`config.mk`:
```
export PLATFORM = sky130hd
export DESIGN_NAME = srsx_exec
export DESIGN_NICKNAME = d
export VERILOG_FILES = /design/src/srsx_pkg.sv /design/src/srsx_alu.sv /design/src/srsx_exec.sv
export SDC_FILE = /design/constraint.sdc
export NUM_CORES = 1
export LEC_CHECK = 0
export ABC_AREA = 1
export BUFFER_PORTS_ARGS = -buffer_cell sky130_fd_sc_hd__buf_2
export CELL_PAD_IN_SITES_DETAIL_PLACEMENT = 1
export CELL_PAD_IN_SITES_GLOBAL_PLACEMENT = 1
export CORE_MARGIN = 5
export CORE_UTILIZATION = 35
export CTS_CLUSTER_DIAMETER = 60
export DETAILED_ROUTE_END_ITERATION = 10
export PLACE_DENSITY_LB_ADDON = 0.1
export SYNTH_ARGS = -nofsm -noshare
export SYNTH_HDL_FRONTEND = slang
export SYNTH_SLANG_ARGS = --single-unit
```
`constraint.sdc`:
```
create_clock -name clk -period 2.75 [get_ports clk]
set_clock_uncertainty 0.1 [all_clocks]
set_input_delay 0.1375 -clock clk [delete_from_list [all_inputs] [get_ports clk]]
set_output_delay 0.1375 -clock clk [all_outputs]
set_load 0.02 [all_outputs]
```
`src/srsx_pkg.sv`:
```
package srsx_pkg;
    localparam int SRSX_DATA_W = 8;
    localparam int SRSX_ADDR_W = 7;
    localparam int SRSX_PC_W = 13;
    localparam logic [SRSX_DATA_W-1:0] SRSX_ACC_RESET = 8'h00;
    localparam logic [SRSX_PC_W-1:0] SRSX_PC_RESET = 13'h0000;
    localparam logic SRSX_DEST_ACC = 1'b0;
    localparam logic SRSX_DEST_REG = 1'b1;

    // Operation select from the decoder
    typedef enum logic [2:0] {
        SRSX_OP_NONE = 3'h0,
        SRSX_OP_RETURN = 3'h1,
        SRSX_OP_LITERAL_MINUS_ACC = 3'h2,
        SRSX_OP_ROTATE_RIGHT_THRU_CARRY = 3'h3,
        SRSX_OP_OPERAND_MINUS_ACC = 3'h4,
        SRSX_OP_NIBBLE_EXCHANGE = 3'h5,
        SRSX_OP_ACC_XOR_OPERAND = 3'h6,
        SRSX_OP_ACC_XOR_LITERAL = 3'h7
    } srsx_op_type;

    // Sequencer states, Gray along idle -> return
    typedef enum logic [1:0] {
        SRSX_ST_IDLE = 2'b00,
        SRSX_ST_RET2 = 2'b01
    } srsx_state_type;
endpackage : srsx_pkg

```
`src/srsx_alu.sv`:
```
`timescale 1ns/10ps
module srsx_alu
    import srsx_pkg::*;
(
    input wire srsx_op_type op,
    input wire logic [SRSX_DATA_W-1:0] acc,
    input wire logic [SRSX_DATA_W-1:0] operand,
    input wire logic [SRSX_DATA_W-1:0] literal,
    input wire logic carry_in,
    output logic [SRSX_DATA_W-1:0] result,
    output logic carry_out,
    output logic half_borrow_out,
    output logic carry_we,
    output logic half_borrow_we,
    output logic zero_we
);
    // Subtract as a + ~b + 1 so carry reads as not-borrow
    function automatic logic [SRSX_DATA_W:0] srsx_sub(input logic [SRSX_DATA_W-1:0] a,
                                                       input logic [SRSX_DATA_W-1:0] b);
        srsx_sub = {1'b0, a} + {1'b0, ~b} + 9'h001;
    endfunction : srsx_sub

    function automatic logic srsx_nib_nb(input logic [SRSX_DATA_W-1:0] a,
                                         input logic [SRSX_DATA_W-1:0] b);
        logic [4:0] s;
        s = {1'b0, a[3:0]} + {1'b0, ~b[3:0]} + 5'h01;
        srsx_nib_nb = s[4];
    endfunction : srsx_nib_nb

    // Result and flag enables per operation
    always_comb begin
        logic [SRSX_DATA_W:0] diff;
        diff = '0;
        result = acc;
        carry_out = carry_in;
        half_borrow_out = 1'b0;
        carry_we = 1'b0;
        half_borrow_we = 1'b0;
        zero_we = 1'b0;
        case (op)
            SRSX_OP_LITERAL_MINUS_ACC: begin
                diff = srsx_sub(literal, acc);
                result = diff[SRSX_DATA_W-1:0];
                carry_out = diff[SRSX_DATA_W];
                half_borrow_out = srsx_nib_nb(literal, acc);
                carry_we = 1'b1;
                half_borrow_we = 1'b1;
                zero_we = 1'b1;
            end
            SRSX_OP_OPERAND_MINUS_ACC: begin
                diff = srsx_sub(operand, acc);
                result = diff[SRSX_DATA_W-1:0];
                carry_out = diff[SRSX_DATA_W];
                half_borrow_out = srsx_nib_nb(operand, acc);
                carry_we = 1'b1;
                half_borrow_we = 1'b1;
                zero_we = 1'b1;
            end
            SRSX_OP_ROTATE_RIGHT_THRU_CARRY: begin
                result = {carry_in, operand[SRSX_DATA_W-1:1]};
                carry_out = operand[0];
                carry_we = 1'b1;
            end
            SRSX_OP_NIBBLE_EXCHANGE: begin
                result = {operand[3:0], operand[7:4]};
            end
            SRSX_OP_ACC_XOR_OPERAND: begin
                result = acc ^ operand;
                zero_we = 1'b1;
            end
            SRSX_OP_ACC_XOR_LITERAL: begin
                result = acc ^ literal;
                zero_we = 1'b1;
            end
            default: begin
                result = acc;
            end
        endcase
    end
endmodule : srsx_alu

```
`src/srsx_exec.sv`:
```
// Design decisions made here: the plain strobed port and the register addresses.
`timescale 1ns/10ps
module srsx_exec
    import srsx_pkg::*;
(
    input wire logic clk,
    input wire logic rst_b,
    input wire logic issue,
    input wire srsx_op_type op,
    input wire logic [SRSX_DATA_W-1:0] literal,
    input wire logic [SRSX_ADDR_W-1:0] reg_addr,
    input wire logic dest_sel,
    input wire logic [SRSX_DATA_W-1:0] operand,
    input wire logic [SRSX_PC_W-1:0] stack_top,
    output logic busy,
    output logic done,
    output logic [SRSX_DATA_W-1:0] acc,
    output logic carry,
    output logic half_borrow_bit,
    output logic zero,
    output logic reg_we,
    output logic [SRSX_ADDR_W-1:0] reg_waddr,
    output logic [SRSX_DATA_W-1:0] reg_wdata,
    output logic stack_pop,
    output logic pc_load,
    output logic [SRSX_PC_W-1:0] pc_value
);
    // ****************************************
    // State
    // ****************************************
    typedef struct packed {
        srsx_state_type st;
        logic busy;
        logic done;
        logic [SRSX_DATA_W-1:0] acc;
        logic carry;
        logic half_borrow;
        logic zero;
        logic reg_we;
        logic [SRSX_ADDR_W-1:0] reg_waddr;
        logic [SRSX_DATA_W-1:0] reg_wdata;
        logic stack_pop;
        logic pc_load;
        logic [SRSX_PC_W-1:0] pc_value;
    } srsx_regs_type;

    srsx_regs_type r_q;
    srsx_regs_type r_d;
    logic [SRSX_DATA_W-1:0] alu_result;
    logic alu_carry;
    logic alu_half_borrow;
    logic carry_we;
    logic half_borrow_we;
    logic zero_we;
    logic take;

    // Ops are ignored while the return's second cycle runs
    assign take = issue && (r_q.st == SRSX_ST_IDLE);

    srsx_alu u_alu (
        .op(op),
        .acc(r_q.acc),
        .operand(operand),
        .literal(literal),
        .carry_in(r_q.carry),
        .result(alu_result),
        .carry_out(alu_carry),
        .half_borrow_out(alu_half_borrow),
        .carry_we(carry_we),
        .half_borrow_we(half_borrow_we),
        .zero_we(zero_we)
    );

    // ****************************************
    // Next state
    // ****************************************
    always_comb begin
        r_d = r_q;
        r_d.done = 1'b0;
        r_d.reg_we = 1'b0;
        r_d.stack_pop = 1'b0;
        r_d.pc_load = 1'b0;
        case (r_q.st)
            SRSX_ST_IDLE: begin
                if (take) begin
                    case (op)
                        SRSX_OP_RETURN: begin
                            // Pop now, load the PC; flags untouched
                            r_d.stack_pop = 1'b1;
                            r_d.pc_load = 1'b1;
                            r_d.pc_value = stack_top;
                            r_d.st = SRSX_ST_RET2;
                            r_d.busy = 1'b1;
                        end
                        SRSX_OP_NONE: begin
                            r_d.done = 1'b0;
                        end
                        default: begin
                            r_d.done = 1'b1;
                            if (carry_we) begin
                                r_d.carry = alu_carry;
                            end
                            if (half_borrow_we) begin
                                r_d.half_borrow = alu_half_borrow;
                            end
                            if (zero_we) begin
                                r_d.zero = (alu_result == 8'h00);
                            end
                            // Literal forms always land in the accumulator
                            if (op == SRSX_OP_LITERAL_MINUS_ACC || op == SRSX_OP_ACC_XOR_LITERAL
                                || dest_sel == SRSX_DEST_ACC) begin
                                r_d.acc = alu_result;
                            end else begin
                                r_d.reg_we = 1'b1;
                                r_d.reg_waddr = reg_addr;
                                r_d.reg_wdata = alu_result;
                            end
                        end
                    endcase
                end
            end
            SRSX_ST_RET2: begin
                // Second cycle of the return is a flush
                r_d.st = SRSX_ST_IDLE;
                r_d.busy = 1'b0;
                r_d.done = 1'b1;
            end
            default: begin
                r_d.st = SRSX_ST_IDLE;
                r_d.busy = 1'b0;
            end
        endcase
    end

    // ****************************************
    // Registers
    // ****************************************
    always_ff @(posedge clk) begin
        if (!rst_b) begin
            r_q <= '{st: SRSX_ST_IDLE, busy: 1'b0, done: 1'b0, acc: SRSX_ACC_RESET,
                     carry: 1'b0, half_borrow: 1'b0, zero: 1'b0, reg_we: 1'b0,
                     reg_waddr: '0, reg_wdata: '0, stack_pop: 1'b0, pc_load: 1'b0,
                     pc_value: SRSX_PC_RESET};
        end else begin
            r_q <= r_d;
        end
    end

    // Outputs straight from the state flops
    assign busy = r_q.busy;
    assign done = r_q.done;
    assign acc = r_q.acc;
    assign carry = r_q.carry;
    assign half_borrow_bit = r_q.half_borrow;
    assign zero = r_q.zero;
    assign reg_we = r_q.reg_we;
    assign reg_waddr = r_q.reg_waddr;
    assign reg_wdata = r_q.reg_wdata;
    assign stack_pop = r_q.stack_pop;
    assign pc_load = r_q.pc_load;
    assign pc_value = r_q.pc_value;
endmodule : srsx_exec

```
**After elaboration in Yosys (flattened, before gate mapping)**

Index checks and enable logic that the tools add are counted.

- Input bits: 43
- Logic and storage cells: 74
- Bits in registers: 44

- Bitwise gates (word level): 10
- Add/subtract/negate cells: 8
- Reduce and logical (&&, ||, !) cells: 21
- Equality and inequality tests: 7
- Mux-type cells: 16

Operator list:

| kind | number |
|---|---|
| $pmux 8 s6 | 1 |
| $mux 43 | 1 |
| $mux 27 | 1 |
| $add 8x8->9 | 2 |
| $add 9x1->9 const B | 2 |
| $mux 16 | 1 |
| $reduce_and 4->1 | 4 |
| $xor 8x8->8 | 2 |
| $mux 15 | 1 |
| $eq 3x3->1 const B | 4 |
| $add 4x4->5 | 2 |
| $add 5x1->5 const B | 2 |
| $logic_not 8->1 | 1 |
| $mux 8 | 1 |
| $not 8->8 | 1 |
| $mux 1 | 7 |
| $eq 3x2->1 const B | 2 |
| $not 1->1 | 6 |
| $reduce_and 3->1 | 2 |
| $reduce_and 5->1 | 1 |
| $reduce_or 5->1 | 1 |
| $not 4->4 | 1 |
| $pmux 1 s2 | 2 |
| $reduce_and 2->1 | 2 |
| other kinds (10) | 12 |

**Depth between registers and ports, before layout**

- Depth after elaboration: 9
- Mapped depth: 16
- Gate-level depth less buffers: 16

**Cells and area by module**

Synthesis repeated with hierarchy kept, for this count alone.

- Cells, all modules: 518
- Area total of the unflattened synthesis: 3161.8 um2

By module, submodules not included:

| module | cells each | sequential area each (um2) | area an instance (um2) | times used |
|---|---|---|---|---|
| srsx_exec | 242 | 860.8 | 1785.5 | 1 |
| srsx_alu | 276 | 0.0 | 1376.3 | 1 |

**Worst setup path after synthesis**

Ideal clock, no wire load.

- Kind: flip-flop to flip-flop
- Start point: register r_q (netlist bit acc[0])
- End point: register r_q (netlist bit zero)
- Arrival: 1.913 ns
- Cell stages (with the launch flop): 16
- Library setup time: 0.066 ns
- Slack: 0.671 ns
- Clock period less this slack: 2.079 ns
- Path through: dfxtp_1 -> ha_1 -> fa_1 -> inv_1 -> nand2_1 -> nand2_1 -> nand3b_1 -> nand2_1 -> nand2_1 -> nand3_1 -> nand3_1 -> nand2_1 -> nand2_1 -> nor2_1 -> nand3_1 -> a21oi_2

- Cells in the longest elaborated chain, start to end: 5

Ends and longest elaborated chain:

| item | line | text |
|---|---|---|
| start: declaration | srsx_exec.sv:47 | `srsx_regs_type r_q;` |
| start signal: assignment | srsx_exec.sv:140 | `r_q <= '{st: SRSX_ST_IDLE, busy: 1'b0, done: 1'b0, acc: SRSX_ACC_RESET,` |
| start signal: assignment | srsx_exec.sv:145 | `r_q <= r_d;` |
| $not 8->8 | srsx_alu.sv:20 | `srsx_sub = {1'b0, a} + {1'b0, ~b} + 9'h001;` |
| $add 8x8->9 | srsx_alu.sv:20 |  |
| $add 9x1->9 | srsx_alu.sv:20 |  |
| $pmux 8 s6 * | srsx_alu.sv:40 | `case (op)` |
| $logic_not 8->1 * | srsx_exec.sv:107 | `r_d.zero = (alu_result == 8'h00);` |

Every way passes the cells marked *; elsewhere a longest branch is shown, timed or not.
A chain may end at the register's enable or synchronous reset.

**Final worst setup path**

Same ends and word-level chain as after synthesis.

==> qor.txt <==
Synth cell types: 34
worst-path cell chain: ha_1 > fa_1 > inv_1 > nand2_1 > nand2_1 > nand3b_1 > nand2_1 > nand2_1 > nand3_1 > nand3_1 > nand2_1 > nand2_1 > nor2_1 > nand3_1 > a21oi_2
Hold Slack: 16.5 ps
Skew-Pair Late Insertion Delay: 290 ps
antenna violations before repair: 0
H-tree depth: 2
vias in the first global route: 3,461
total number of yosys warnings: 0
fin. max-slew vios: 0
Placer Congestion: 0.850
Syn Area/Cell: 6.37 um^2
outcome: complete, no violations
Via Count: 3,453
crit-path max cell delay: 400 ps
internal reg-to-reg setup slack: 350 ps
first-pass GRT wire length: 17.5 mm
Post-DRT Antenna Nets: 0
worst-margin pin slew: 734 ps
synthesized net count: 524
post-synthesis sequential area ratio: 29.3%
Total Power: 1.64 mW
Avg WL per Cell: 16.6 um
Tcrit/Tclk final: 87.3%
Worst setup SP type: register
Sinks on Clock Net: 43
min cycle time layout: 2400 ps
worst hold path class: in -> reg
post-synthesis cell area: 0.00294 mm^2
CTS Buffer Depth: 2
largest net degree at the start of global routing: 40
post-synth top area cell: dfxtp_1
fin cells: 668
die width: 102 um
setup bufs post-CTS: 0
CTS tree: yes
Remaining DRCs: 0
number of DRC markers in iteration 0: 121
#FFs+latches synth: 43
vias per std cell: 5.17
GR Util All Layers: 21.5%
number of max-cap violations: 0
CTS Buf Count: 5
Rel. slew slack: 50.9%
DP Worst Slack: 332 ps
io pins: 87
Hold Violations, Final: 0
unrepaired setup endpoints after global routing: false
fmax: 0.417 GHz
Setup crit end kind: register
die height: 102 um
share of layout cells above drive strength 1: 19.7%
CTS root buffer: clkbuf_8
ANT cells: 0
Clock Pin Slew Worst Setup and Hold Paths: 80 ps
Syn-to-layout area delta: 26.2%
Cells after DPL: 642
1st-pass router iterations: 4
top cell type's share of synthesized area: 29.3%
row count: 33
GR Overflow Total: 0
critical path class: reg -> reg
DIE AREA: 0.0103 mm^2
most frequent cells in the layout: nand2_1 (97), buf_2 (86), inv_1 (64)
ranking of synthesized cells by area: dfxtp_1 (29%), nand2_1 (12%), inv_1 (8.2%), nor2_1 (7.9%), nand3_1 (7.8%)
required time of the critical path: 2890 ps
post-synthesis async set-or-reset flop share: 0%
NumNets Final: 624
total length of routed wires: 11.1 mm
CP most frequent cell: nand2_1
Starting Density: 35.8%
CP Max Fanout: 7
number of synthesized flops with an enable pin: 0
maximum vdd ir drop: 0.196 mV
CP arrival: 2540 ps
Setup WS post-layout: 350 ps
# port buffers: 86
power density over cell area: 441 mW/mm^2
Slowest-stage cell, CP: dfxtp_1
endpoints failing setup: 0
core area: 0.00822 mm^2
Final HPWL DP: 8.73 mm
setup_tns: 0 ps
Syn Inst Count: 462
Top FF cell, synth: dfxtp_1
most common cell after layout, fill and taps aside: nand2_1
leakage: 2.01 nW
[state kept, by name, indices dropped and copies added (netlist names)]
register	flops
reg_wdata	8
reg_we	1
half_borrow_bit	1
zero	1
acc	8
done	1
stack_pop	1
r_q	1
carry	1
pc_value	13
reg_waddr	7
[power by group]
part	leakage (nW)	total [mW]	internal, mW	switching (mW)
sequential	0.351	0.681	0.657	0.0246
combinational	1.62	0.554	0.197	0.357
clock	0.0412	0.403	0.178	0.225
[worst paths after layout]
path / from / endpoint / cells after the start
worst min register to register: zero$_SDFFE_PN0P_ / zero$_SDFFE_PN0P_ / 2
worst min-delay path: stack_top[7] / pc_value[7]$_SDFFE_PN0P_ / 3
worst max register to register: acc[0]$_SDFFE_PN0P_ / zero$_SDFFE_PN0P_ / 15
worst max-delay path: acc[0]$_SDFFE_PN0P_ / zero$_SDFFE_PN0P_ / 15
[worst max-delay path: cells and delay by family, from the launching register on]
| kind | cells | cell delay [ps] |
|---|---|---|
| flops | 1 | 400 |
| buf+inv | 1 | 90 |
| compound gates | 1 | 110 |
| simple gates | 11 | 1040 |
| fa+ha+maj | 2 | 590 |
[cells by family (layout without fill, tap and decap cells)]
logic type | after synthesis | in the layout | share of synthesized area (%)
flops | 43 | 43 | 29.3
buf+inv | 81 | 182 | 11.2
fa+ha+maj | 19 | 19 | 8.59
xor+xnor | 1 | 1 | 0.298
simple gates | 228 | 228 | 34.1
compound gates | 90 | 90 | 16.6
[Yosys cell counts, types with 3 or more instances]
| master | number |
|---|---|
| nand2_1 | 97 |
| inv_1 | 64 |
| nor2_1 | 62 |
| nand3_1 | 46 |
| o21ai_0 | 44 |
| dfxtp_1 | 43 |
| a21oi_1 | 30 |
| ha_1 | 17 |
| clkbuf_1 | 6 |
| nand3b_1 | 5 |
| nand4_1 | 5 |
| o211ai_1 | 5 |
| buf_4 | 4 |
| o21ai_1 | 4 |
| or2_2 | 3 |
[per-layer routing]
metal,vias to the layer above,routed length (um),global-route usage [%],share of wire (%)
li1,1696,-,-,-
met3,10,693,3.79,6.3
met1,1658,5050,29.6,46
met4,0,112,3.78,1.0
met5,-,0,0,0
met2,89,5210,35.7,47
[cell type report]
type                    instances  area (um^2)
well taps                     105          131
fillers                      1133         4500
clock buffers                   6         72.6
inverters                      67          251
repair buffers                107          633
clock inverters                 2         12.5
multi-input cells             338         1750
flip-flops and latches         43          861
[per-stage QoR]
step                area, um^2  util (%)
finish                    3710      45.2
global route              3710      45.2
CTS                       3700      45.1
detailed placement        3450      42.0
global placement          3450      42.0
floorplan                 2940         -
[what timing repair did]
item                                    CTS  global route
endpoints found under the setup margin    0             0
hold buffers                             17             1
endpoints found under the hold margin    17             1
resized for setup                         0             0
Power figures use the tool's default switching activity.
